$ cat config.mk
export PLATFORM = sky130hd
export DESIGN_NAME = slc_device_flat
export DESIGN_NICKNAME = d
export VERILOG_FILES = /design/src/core/slc_pkg.sv /design/src/core/slc_if.sv /design/src/core/slc_device.sv /design/src/flat_wrapper.sv
export VERILOG_INCLUDE_DIRS = /design/src /design/src/core
export SDC_FILE = /design/constraint.sdc
export NUM_CORES = 1
export LEC_CHECK = 0
export ABC_CLOCK_PERIOD_IN_PS = 2100
export BUFFER_PORTS_ARGS = -buffer_cell sky130_fd_sc_hd__buf_4
export CAP_MARGIN = 20
export CORE_ASPECT_RATIO = 0.9
export CORE_MARGIN = 2
export CORE_UTILIZATION = 50
export CTS_CLUSTER_DIAMETER = 80
export CTS_CLUSTER_SIZE = 8
export DETAILED_ROUTE_END_ITERATION = 12
export GPL_TIMING_DRIVEN = 1
export PLACE_DENSITY = 0.82
export SYNTH_ARGS = -nofsm -noshare
export SYNTH_HDL_FRONTEND = slang
export SYNTH_SLANG_ARGS = --single-unit
$ cat constraint.sdc
create_clock -name i_clk_sys -period 2.1 [get_ports i_clk_sys]
set_clock_uncertainty 0.05 [all_clocks]
set_input_delay 0.21 -clock i_clk_sys [delete_from_list [all_inputs] [get_ports i_clk_sys]]
set_output_delay 0.21 -clock i_clk_sys [all_outputs]
set_load 0.01 [all_outputs]
$ cat src/core/slc_defs.svh
// constants of the sleep-mode controller: modes, field positions, timing
`ifndef SLC_DEFS_SVH
`define SLC_DEFS_SVH
`define SLC_CLK_NS 100
`define SLC_MODE_IDLE 3'h0
`define SLC_MODE_PDOWN 3'h2
`define SLC_MODE_PSAVE 3'h3
`define SLC_MODE_STBY 3'h6
`define SLC_MODE_XSTBY 3'h7
`define SLC_CTRL_RESET 4'h0
`define SLC_CTRL_ARM_BIT 0
`define SLC_CTRL_MODE_LSB 1
`define SLC_CLOCK_SELECT_FUSES_RC 4'h2
`define SLC_STARTUP_NS 1000
`define SLC_STBY_WAKE_CYC 6
`define SLC_WAKE_HALT_CYC 4
`define SLC_PLL_LOCK_US 2000
`define SLC_SRC_UPPER_LSB 4
`define SLC_SRC_PIN 8
`define SLC_SRC_SPM 9
`define SLC_SRC_WDT 10
`define SLC_SRC_IO 11
`define SLC_SRC_CMP 12
`define SLC_SRC_USB_SYNC 13
`define SLC_SRC_USB_WAKE 14
`define SLC_SRC_TWI 15
`endif

$ cat src/core/slc_pkg.sv
// types of the sleep-mode controller
package slc_pkg;
  // controller sequence
  typedef enum logic [1:0] {
    st_run,
    st_sleep,
    st_start,
    st_halt
  } slc_state_t;

  // whole state of the device end
  typedef struct packed {
    slc_state_t st;
    logic [15:0] cnt;      // start-up and halt countdown
    logic [3:0] ctrl;      // sleep_control_reg: mode[3:1], arm[0]
    logic deep;            // sleeping in a deep mode
    logic stby;            // oscillator kept running
    logic pll_on;          // pll_on_request
    logic mux;             // pll_source_mux
    logic lock;            // pll_locked_flag
    logic [15:0] lock_cnt; // lock timer
    logic cpu_en;
    logic flash_en;
    logic io_en;
    logic osc_en;
    logic rc_en;
    logic cmp_on;
    logic halt;
    logic resume;          // pulse: run isr then continue after sleep
    logic rst_vec;         // pulse: restart at reset vector
    logic rst_pend;        // a reset arrived while asleep
  } slc_dev_t;

  // whole state of the core end
  typedef struct packed {
    logic sleep_instr;
    logic ctrl_wr;
    logic [3:0] ctrl_wdata;
    logic pll_wr;
    logic pll_wdata;
    logic pll_mux;
    logic cmp_off;
    logic [15:0] src;
    logic [3:0] lvl;
    logic [2:0] rst;
    logic halted;
    logic isr;
    logic rstv;
    logic [3:0] ctrl_rd;
    logic lock_rd;
  } slc_core_t;
endpackage : slc_pkg

$ cat src/core/slc_if.sv
// link between the processor core end and the sleep controller end
`timescale 1ns/10ps
`default_nettype none
interface slc_if;
  logic sleep_instr;     // core executes a sleep instruction
  logic ctrl_wr;         // write sleep_control_reg
  logic [3:0] ctrl_wdata;
  logic pll_wr;          // write pll_on_request and pll_source_mux
  logic pll_wdata;
  logic pll_mux;
  logic cmp_off;         // comparator_power_off
  logic [15:0] src;      // interrupt request levels
  logic [3:0] lvl;       // upper lines set level-sensitive
  logic [2:0] rst;       // external, watchdog, brown-out reset
  logic [3:0] ctrl_rd;
  logic lock;
  logic halt;
  logic resume;
  logic rst_vec;
  modport dev (
    input sleep_instr, ctrl_wr, ctrl_wdata, pll_wr, pll_wdata, pll_mux, cmp_off, src, lvl, rst,
    output ctrl_rd, lock, halt, resume, rst_vec
  );
  modport cpu (
    output sleep_instr, ctrl_wr, ctrl_wdata, pll_wr, pll_wdata, pll_mux, cmp_off, src, lvl, rst,
    input ctrl_rd, lock, halt, resume, rst_vec
  );
endinterface : slc_if
`default_nettype wire

$ cat src/core/slc_device.sv
// sleep-mode controller: clock gating, wake filtering and wake timing
//
// Contract
// - sleep only when armed plus instruction
// - mode 000 idle stops cpu, flash
// - idle wakes on every enabled source
// - mode 010 power-down stops all clocks
// - power-down wakes on listed sources only
// - deep modes: upper lines wake on level
// - usb wake only async deep source
// - power-down wake waits full start-up
// - mode 011 acts like power-down
// - mode 110 with crystal keeps oscillator
// - standby wakes after six cycles
// - standby only with crystal clock source
// - interrupt wake halts four extra cycles
// - register file and sram untouched
// - reset in sleep restarts at vector
// - level wake held long enough externally
// - comparator power-off removes idle source
// - pll enable starts pll; rc osc only while the mux picks it
// - software clears pll before power-down
// - lock flag after delay, cleared when pll switched off
// - mode 111 extended standby, six cycles
// - reserved codes; register resets to zero
`timescale 1ns/10ps
`default_nettype none
`include "slc_defs.svh"
module slc_device #(
  parameter int PLL_LOCK_US = `SLC_PLL_LOCK_US
) (
  input wire logic i_clk_sys,
  input wire logic i_rst_n,
  slc_if.dev bus,
  input wire logic [3:0] i_clock_select_fuses,
  output logic o_clk_cpu_en,
  output logic o_clk_flash_en,
  output logic o_clk_io_en,
  output logic o_osc_en,
  output logic o_rc_osc_en,
  output logic o_pll_en,
  output logic o_cmp_power,
  output logic o_sleeping
);
  // least times round up to whole cycles
  localparam int STARTUP_CYC = (`SLC_STARTUP_NS + `SLC_CLK_NS - 1) / `SLC_CLK_NS;
  localparam int PLL_LOCK_CYC = (PLL_LOCK_US * 1000 + `SLC_CLK_NS - 1) / `SLC_CLK_NS;

  slc_pkg::slc_dev_t q, d;
  logic [2:0] mode;   // sleep_mode_select
  logic xtal;         // crystal or resonator chosen by fuses
  logic valid_mode;   // code names a real sleep mode
  logic wake_idle;    // permitted idle wake request
  logic wake_deep;    // permitted deep-mode wake request
  logic any_rst;      // any reset source

  ////////////////////////////////////////////////////////////////////
  // wake filters
  always_comb begin
    mode = q.ctrl[`SLC_CTRL_MODE_LSB +: 3];
    xtal = i_clock_select_fuses != `SLC_CLOCK_SELECT_FUSES_RC;
    valid_mode = (mode == `SLC_MODE_IDLE) || (mode == `SLC_MODE_PDOWN) || (mode == `SLC_MODE_PSAVE)
      || (mode == `SLC_MODE_STBY) || (mode == `SLC_MODE_XSTBY);
    // idle takes everything, minus a powered-off comparator
    wake_idle = |(bus.src & ~(16'h1 << `SLC_SRC_CMP)) || (bus.src[`SLC_SRC_CMP] && !bus.cmp_off);
    // deep modes: lower lines, level on upper lines, pin change, watchdog, usb wake, two-wire match
    wake_deep = |bus.src[3:0]
      || |(bus.src[`SLC_SRC_UPPER_LSB +: 4] & bus.lvl)
      || bus.src[`SLC_SRC_PIN] || bus.src[`SLC_SRC_WDT] || bus.src[`SLC_SRC_TWI]
      || bus.src[`SLC_SRC_USB_WAKE];
    any_rst = |bus.rst;
  end

  ////////////////////////////////////////////////////////////////////
  // next state
  always_comb begin
    d = q;
    d.resume = 1'b0;
    d.rst_vec = 1'b0;
    // register writes from the core
    if (bus.ctrl_wr) begin
      d.ctrl = bus.ctrl_wdata;
    end
    if (bus.pll_wr) begin
      d.pll_on = bus.pll_wdata;
      d.mux = bus.pll_mux;
    end
    // rc oscillator follows the pll while the mux picks it; stays on in
    // power-down too, which is why software must drop the pll first
    d.rc_en = d.pll_on && d.mux;
    // lock timer restarts whenever the pll is switched off
    if (!q.pll_on) begin
      d.lock = 1'b0;
      d.lock_cnt = 16'h0;
    end else if (q.lock_cnt == 16'(PLL_LOCK_CYC - 1)) begin
      d.lock = 1'b1;
    end else begin
      d.lock_cnt = q.lock_cnt + 16'h1;
    end
    // comparator is off when asked, and in every deep mode
    d.cmp_on = !bus.cmp_off && !q.deep;
    case (q.st)
      slc_pkg::st_run: begin
        if (any_rst) begin
          d.rst_vec = 1'b1;
        end else if (bus.sleep_instr && q.ctrl[`SLC_CTRL_ARM_BIT] && valid_mode) begin
          d.st = slc_pkg::st_sleep;
          d.halt = 1'b1;
          d.cpu_en = 1'b0;
          d.flash_en = 1'b0;
          if (mode == `SLC_MODE_IDLE) begin
            d.deep = 1'b0;
            d.stby = 1'b0;
          end else begin
            // standby without a crystal falls back to power-down
            d.deep = 1'b1;
            d.io_en = 1'b0;
            d.stby = mode[2] && xtal;
            d.osc_en = mode[2] && xtal;
          end
        end
      end
      slc_pkg::st_sleep: begin
        // requests not allowed in this mode are simply not looked at
        if (any_rst || (q.deep ? wake_deep : wake_idle)) begin
          d.rst_pend = any_rst;
          d.osc_en = 1'b1;
          if (!q.deep) begin
            d.st = slc_pkg::st_halt;
            d.cpu_en = 1'b1;
            d.flash_en = 1'b1;
            d.cnt = 16'(`SLC_WAKE_HALT_CYC - 1);
          end else begin
            d.st = slc_pkg::st_start;
            d.cnt = q.stby ? 16'(`SLC_STBY_WAKE_CYC - 1) : 16'(STARTUP_CYC - 1);
          end
        end
      end
      slc_pkg::st_start: begin
        if (any_rst) begin
          d.rst_pend = 1'b1;
        end
        if (q.cnt == 16'h0) begin
          d.st = slc_pkg::st_halt;
          d.io_en = 1'b1;
          d.cpu_en = 1'b1;
          d.flash_en = 1'b1;
          d.deep = 1'b0;
          d.stby = 1'b0;
          d.cnt = 16'(`SLC_WAKE_HALT_CYC - 1);
        end else begin
          d.cnt = q.cnt - 16'h1;
        end
      end
      slc_pkg::st_halt: begin
        if (any_rst) begin
          d.rst_pend = 1'b1;
        end
        if (q.cnt == 16'h0) begin
          // core state was never touched; resume or restart only
          d.st = slc_pkg::st_run;
          d.halt = 1'b0;
          d.resume = !(q.rst_pend || any_rst);
          d.rst_vec = q.rst_pend || any_rst;
          d.rst_pend = 1'b0;
        end else begin
          d.cnt = q.cnt - 16'h1;
        end
      end
      default: begin
        d.st = slc_pkg::st_run;
      end
    endcase
  end

  ////////////////////////////////////////////////////////////////////
  // state register; control register clears to idle, disarmed
  always_ff @(posedge i_clk_sys or negedge i_rst_n) begin
    if (!i_rst_n) begin
      q <= '0;
      q.ctrl <= `SLC_CTRL_RESET;
      q.st <= slc_pkg::st_run;
      q.cpu_en <= 1'b1;
      q.flash_en <= 1'b1;
      q.io_en <= 1'b1;
      q.osc_en <= 1'b1;
      q.cmp_on <= 1'b1;
    end else begin
      q <= d;
    end
  end

  ////////////////////////////////////////////////////////////////////
  // outputs straight from the state register
  assign bus.ctrl_rd = q.ctrl;
  assign bus.lock = q.lock;
  assign bus.halt = q.halt;
  assign bus.resume = q.resume;
  assign bus.rst_vec = q.rst_vec;
  assign o_clk_cpu_en = q.cpu_en;
  assign o_clk_flash_en = q.flash_en;
  assign o_clk_io_en = q.io_en;
  assign o_osc_en = q.osc_en;
  assign o_rc_osc_en = q.rc_en;
  assign o_pll_en = q.pll_on;
  assign o_cmp_power = q.cmp_on;
  assign o_sleeping = q.halt;
endmodule : slc_device
`default_nettype wire

$ cat src/flat_wrapper.sv
// flat-port wrapper written by rule: the top's interface ports become plain ports
module slc_device_flat 
#(
  parameter int PLL_LOCK_US = `SLC_PLL_LOCK_US
)
  (i_clk_sys, i_rst_n, i_clock_select_fuses, o_clk_cpu_en, o_clk_flash_en, o_clk_io_en, o_osc_en, o_rc_osc_en, o_pll_en, o_cmp_power, o_sleeping, bus_sleep_instr, bus_ctrl_wr, bus_ctrl_wdata, bus_pll_wr, bus_pll_wdata, bus_pll_mux, bus_cmp_off, bus_src, bus_lvl, bus_rst, bus_ctrl_rd, bus_lock, bus_halt, bus_resume, bus_rst_vec);
  slc_if bus_i ();
  input wire logic i_clk_sys;
  input wire logic i_rst_n;
  input wire logic [3:0] i_clock_select_fuses;
  output logic o_clk_cpu_en;
  output logic o_clk_flash_en;
  output logic o_clk_io_en;
  output logic o_osc_en;
  output logic o_rc_osc_en;
  output logic o_pll_en;
  output logic o_cmp_power;
  output logic o_sleeping;
  input wire logic [$bits(bus_i.sleep_instr)-1:0] bus_sleep_instr;
  input wire logic [$bits(bus_i.ctrl_wr)-1:0] bus_ctrl_wr;
  input wire logic [$bits(bus_i.ctrl_wdata)-1:0] bus_ctrl_wdata;
  input wire logic [$bits(bus_i.pll_wr)-1:0] bus_pll_wr;
  input wire logic [$bits(bus_i.pll_wdata)-1:0] bus_pll_wdata;
  input wire logic [$bits(bus_i.pll_mux)-1:0] bus_pll_mux;
  input wire logic [$bits(bus_i.cmp_off)-1:0] bus_cmp_off;
  input wire logic [$bits(bus_i.src)-1:0] bus_src;
  input wire logic [$bits(bus_i.lvl)-1:0] bus_lvl;
  input wire logic [$bits(bus_i.rst)-1:0] bus_rst;
  output wire logic [$bits(bus_i.ctrl_rd)-1:0] bus_ctrl_rd;
  output wire logic [$bits(bus_i.lock)-1:0] bus_lock;
  output wire logic [$bits(bus_i.halt)-1:0] bus_halt;
  output wire logic [$bits(bus_i.resume)-1:0] bus_resume;
  output wire logic [$bits(bus_i.rst_vec)-1:0] bus_rst_vec;
  assign bus_i.sleep_instr = bus_sleep_instr;
  assign bus_i.ctrl_wr = bus_ctrl_wr;
  assign bus_i.ctrl_wdata = bus_ctrl_wdata;
  assign bus_i.pll_wr = bus_pll_wr;
  assign bus_i.pll_wdata = bus_pll_wdata;
  assign bus_i.pll_mux = bus_pll_mux;
  assign bus_i.cmp_off = bus_cmp_off;
  assign bus_i.src = bus_src;
  assign bus_i.lvl = bus_lvl;
  assign bus_i.rst = bus_rst;
  assign bus_ctrl_rd = bus_i.ctrl_rd;
  assign bus_lock = bus_i.lock;
  assign bus_halt = bus_i.halt;
  assign bus_resume = bus_i.resume;
  assign bus_rst_vec = bus_i.rst_vec;
  slc_device #(.PLL_LOCK_US(PLL_LOCK_US)) u_core (.i_clk_sys(i_clk_sys), .i_rst_n(i_rst_n), .bus(bus_i), .i_clock_select_fuses(i_clock_select_fuses), .o_clk_cpu_en(o_clk_cpu_en), .o_clk_flash_en(o_clk_flash_en), .o_clk_io_en(o_clk_io_en), .o_osc_en(o_osc_en), .o_rc_osc_en(o_rc_osc_en), .o_pll_en(o_pll_en), .o_cmp_power(o_cmp_power), .o_sleeping(o_sleeping));
endmodule
==> summary.md <==
| Metric | Value |
|---|---|
| First-pass GRT wire length | roughly 12000 um |
| DIE AREA | 6700 um^2 |
| Synth Net Count | 352 |
| Hold Crit Class | in -> reg |
| Final Max Slew Viols | 0 |
| Cell count after synthesis | approximately 310 |
| Post-synthesis cell area | 3030 um^2 |
| Total gr overflow | 0 |
| Library cells used by synthesis | 61 |
| Clk_lat worst skew | 0.32 ns |
| Gpl congestion | 0.863 |
| Vias/cell | between 6 and 7 |
| PwrDens | 1140 nW/um^2 |
| Port Buffers | 54 |
| Tmin final | 2.10 ns |
| Synth async-reset ratio | 1.00 |
| Routed Wire Length | 7890 um |
| DR pass1 iterations | 5 |
| DRT antenna net count | 0 |
| CTS tree | built |
| Number of DRC markers in iteration 0 | about 210 |
| Pin count of the biggest net entering global routing | 53 |
| Core Area | roughly 5800 um^2 |
| Fin crit share | 1.00 |
| Io pins | 55 |
| Antenna violations before repair | 0 |
| Layout cells sized above 1 | 0.360 |
| Post-synthesis compound-gate area fraction | 0.178 |
| Routed WL per cell | 16.7 um |
| Worst hold margin | 0.0682 ns |
| CTS max path bufs | 2 |
| Die Ht | 77.8 um |
| Setup TNS | -0.00782 ns |
| CP max-delay cell | dfrtp_1 |
| Pleak | 0.00185 uW |
| Slew headroom | 0.519 |
| HPWL Detailed | between 5000 and 6000 um |
| Slowest stage delay, CP | roughly 0.4 ns |
| Most used DFF post-synth | dfrtp_1 |
| Depth of the CTS H-tree | 2 |
| Root buf cell | clkbuf_8 |
| Synth Area in Simple Gates | 0.242 |
| #FFs+latches synth | 52 |
| Seq/Total Area, Yosys | 0.431 |
| CP Capture Type | flop |
| Syn_area_per_cell | 9.93 um^2 |
| FMAX | roughly 0.48 GHz |
| CP max FO | 7 |
| Cell mode on critical path | buf_6 |
| Ordered list of cells on the worst path | inv_2, ha_4, nor4b_4, nand4_4, buf_6, a21oi_4, buf_6, o211ai_1, a22o_1 |
| CP bufs+invs | 3 |
| Status | complete, but fails checks |
| Reg clk slew, reported paths | 0.10 ns |
| Diodes inserted | 0 |
| CP top delay family | compound AO/OA/AOI/OAI gates |
| Vias post-DR | about 2.8k |
| Xor and xnor area share after synthesis | 0.0376 |
| Worst r2r path cells | 9 |
| GRT Resource Usage Total | 0.226 |
| CP Data Required Time | between 2 and 2.5 ns |
| Crit. Startpoint | u_core.q[36] |
| Reg2reg end | u_core.q[40] |
| Final WS setup | -0.00460 ns |
| Worst vdd ir | 761 uV |
| Clk sinks | 52 |
| Largest family of logic cells by synthesized area | simple AND/OR/NAND/NOR gates |
| Worst-Margin Slew | 0.717 ns |
| Setup crit end | u_core.q[40] |
| Mux contribution to synthesized area | 0.0363 |
| Pre-CTS WS | -0.111 ns |
| # DRC | 0 |
| Synthesis Warnings | 0 |
| Failing checks | setup timing |
| Setup violators final | 2 |
| Worst EP arrival | around 2.3 ns |
| Flop2flop setup slack | -0.005 ns |
| Fin nets | 449 |
| Number of cells on the critical path | 9 |
| CTS Buf Count | 5 |
| Die W | 86.0 um |
| Number of flops mapped to enable cells by yosys | 0 |
| Max-Cap Viols | 0 |
| Final-report hold violation count | 0 |
| RSZ-0062 raised after global routing | yes |
| Initial Utilization | 0.526 |
| Layout Area Growth over Synthesis | 32.4% |
| Crit path launch type | flop |
| Adder-Cell Fraction of Synth Area | 0.0330 |
| R2R Path Start | u_core.q[36] |
| Crit Path Class | reg -> reg |
| Vias in the first global route | 2723 |
| Cell Rows | 26 |
## sequential cells by signal (all words and copies together), names as in the netlist
| register | cells |
|---|---|
| u_core.q | 38 |
| u_core.o_pll_en | 1 |
| u_core.bus.resume | 1 |
| u_core.o_clk_io_en | 1 |
| u_core.o_osc_en | 1 |
| u_core.bus.rst_vec | 1 |
| u_core.bus.halt | 1 |
| u_core.o_clk_cpu_en | 1 |
| u_core.bus.ctrl_rd | 4 |
| u_core.o_rc_osc_en | 1 |
| u_core.bus.lock | 1 |
| u_core.o_cmp_power | 1 |
## kinds of logic after synthesis
logic type               count (synthesis)
AND/OR/NAND/NOR                        127
AO/OA/AOI/OAI                           69
flip-flops                              52
buffers and inverters                   26
XOR/XNOR                                13
multiplexers                            10
adder cells (fa/ha/maj)                  8
## timing repair
action	4_1_cts	5_1_grt
hold buffers	2	0
setup buffers	4	12
hold endpoints to repair	49	0
pin swaps	3	14
resized for setup	2	18
endpoints found under the setup margin	2	19
## final cells by class
class / count / area [um^2]
Inverter: 11 / 41.3
Clock inverter: 1 / 8.76
Multi-Input combinational cell: 227 / 1680
Tap cell: 70 / 87.6
Fill cell: 414 / 1750
Timing Repair Buffer: 105 / 812
Clock buffer: 7 / 76.3
Sequential cell: 52 / 1310
## cell usage after synthesis, drive strengths merged, types with 3 or more instances
| cell | count | share of area |
|---|---|---|
| xnor2 | 6 | 0.017 |
| o211ai | 10 | 0.025 |
| nor3 | 17 | 0.030 |
| inv | 11 | 0.014 |
| o21ai | 9 | 0.015 |
| nand3 | 10 | 0.017 |
| nor4 | 11 | 0.030 |
| a21o | 4 | 0.0099 |
| and2 | 12 | 0.025 |
| dfrtp | 48 | 0.40 |
| ha | 8 | 0.033 |
| and3 | 6 | 0.012 |
| and4 | 4 | 0.012 |
| nand4 | 8 | 0.021 |
| nand2 | 24 | 0.030 |
| xor2 | 7 | 0.020 |
| a22o | 8 | 0.023 |
| nor2b | 5 | 0.010 |
| mux2 | 8 | 0.030 |
| buf | 9 | 0.020 |
| a221o | 3 | 0.010 |
| a21boi | 3 | 0.0074 |
| a21oi | 11 | 0.024 |
| nor4b | 3 | 0.011 |
| dfstp | 4 | 0.035 |
| clkbuf | 6 | 0.0078 |
| nor2 | 18 | 0.022 |
| a211oi | 3 | 0.0074 |
## power by group
| part | leakage [uW] | switching (uW) | internal [uW] | total, uW |
|---|---|---|---|---|
| registers | 0.000670 | 222 | 1200 | 1430 |
| logic | 0.00114 | 1310 | 1280 | 2590 |
| clock network | 0.0000424 | 336 | 239 | 575 |
| total | 0.00185 | 1870 | 2720 | 4590 |
## layout by cell type, fill, tap and decap left out, drive strengths merged, types with 3 or more instances in the layout
master / netlist / routed
inv: 11 / 11
nor2b: 5 / 5
nor4b: 3 / 3
a21o: 4 / 4
nand4: 8 / 8
nand2: 24 / 24
a221o: 3 / 3
dfrtp: 48 / 48
a21oi: 11 / 11
nand3: 10 / 10
nor3: 17 / 17
and2: 12 / 12
clkbuf: 6 / 7
and3: 6 / 6
a21boi: 3 / 3
o21ai: 9 / 9
xor2: 7 / 7
dfstp: 4 / 4
o211ai: 10 / 10
and4: 4 / 4
buf: 9 / 103
nor2: 18 / 18
a211oi: 3 / 3
nor4: 11 / 11
mux2: 8 / 8
xnor2: 6 / 6
a22o: 8 / 8
ha: 8 / 8
## worst min path at each step
| stage | from | endpoint | slack, ns | depth (start not counted) |
|---|---|---|---|---|
| 2_1_floorplan | i_rst_n | u_core.bus.ctrl_rd[0] | -0.14 | 0 |
| 6_report | bus_ctrl_wdata[2] | u_core.bus.ctrl_rd[2] | 0.07 | 2 |
| 3_3_place_gp | i_rst_n | u_core.q[14] | 0.23 | 1 |
| 5_1_grt | bus_ctrl_wdata[0] | u_core.bus.ctrl_rd[0] | 0.08 | 2 |
| 4_1_cts | bus_ctrl_wdata[2] | u_core.bus.ctrl_rd[2] | 0.07 | 2 |
| 3_5_place_dp | i_rst_n | u_core.q[18] | 0.23 | 1 |
## worst reg2reg max path: cells and delay by family (launching register included)
| kind | cells | cell delay, ns |
|---|---|---|
| adders and majority gates | 1 | 0.13 |
| AOI/OAI and AO/OA | 3 | 0.53 |
| and+or+nand+nor | 2 | 0.43 |
| buffers and inverters | 3 | 0.44 |
| DFF | 1 | 0.41 |
## metrics by stage
stage / util / total power (uW) / area, um^2 / instances
2_1_floorplan: - / 2770 / 3040 / 305
3_3_place_gp: 0.644 / 3590 / 3710 / 449
3_5_place_dp: 0.644 / 3680 / 3710 / 449
4_1_cts: 0.669 / 4290 / 3850 / 463
5_1_grt: 0.696 / 4840 / 4010 / 473
6_report: 0.696 / 4590 / 4010 / 473
## routing by layer
layer	routed length (um)	GRT usage	share of wire	vias up
li1	-	-	-	1317
met2	4090	0.414	0.52	116
met5	0	0	0	-
met4	184	0.0667	0.023	0
met3	455	0.0362	0.058	20
met1	3160	0.269	0.40	1392
Power figures use the tool's default switching activity.
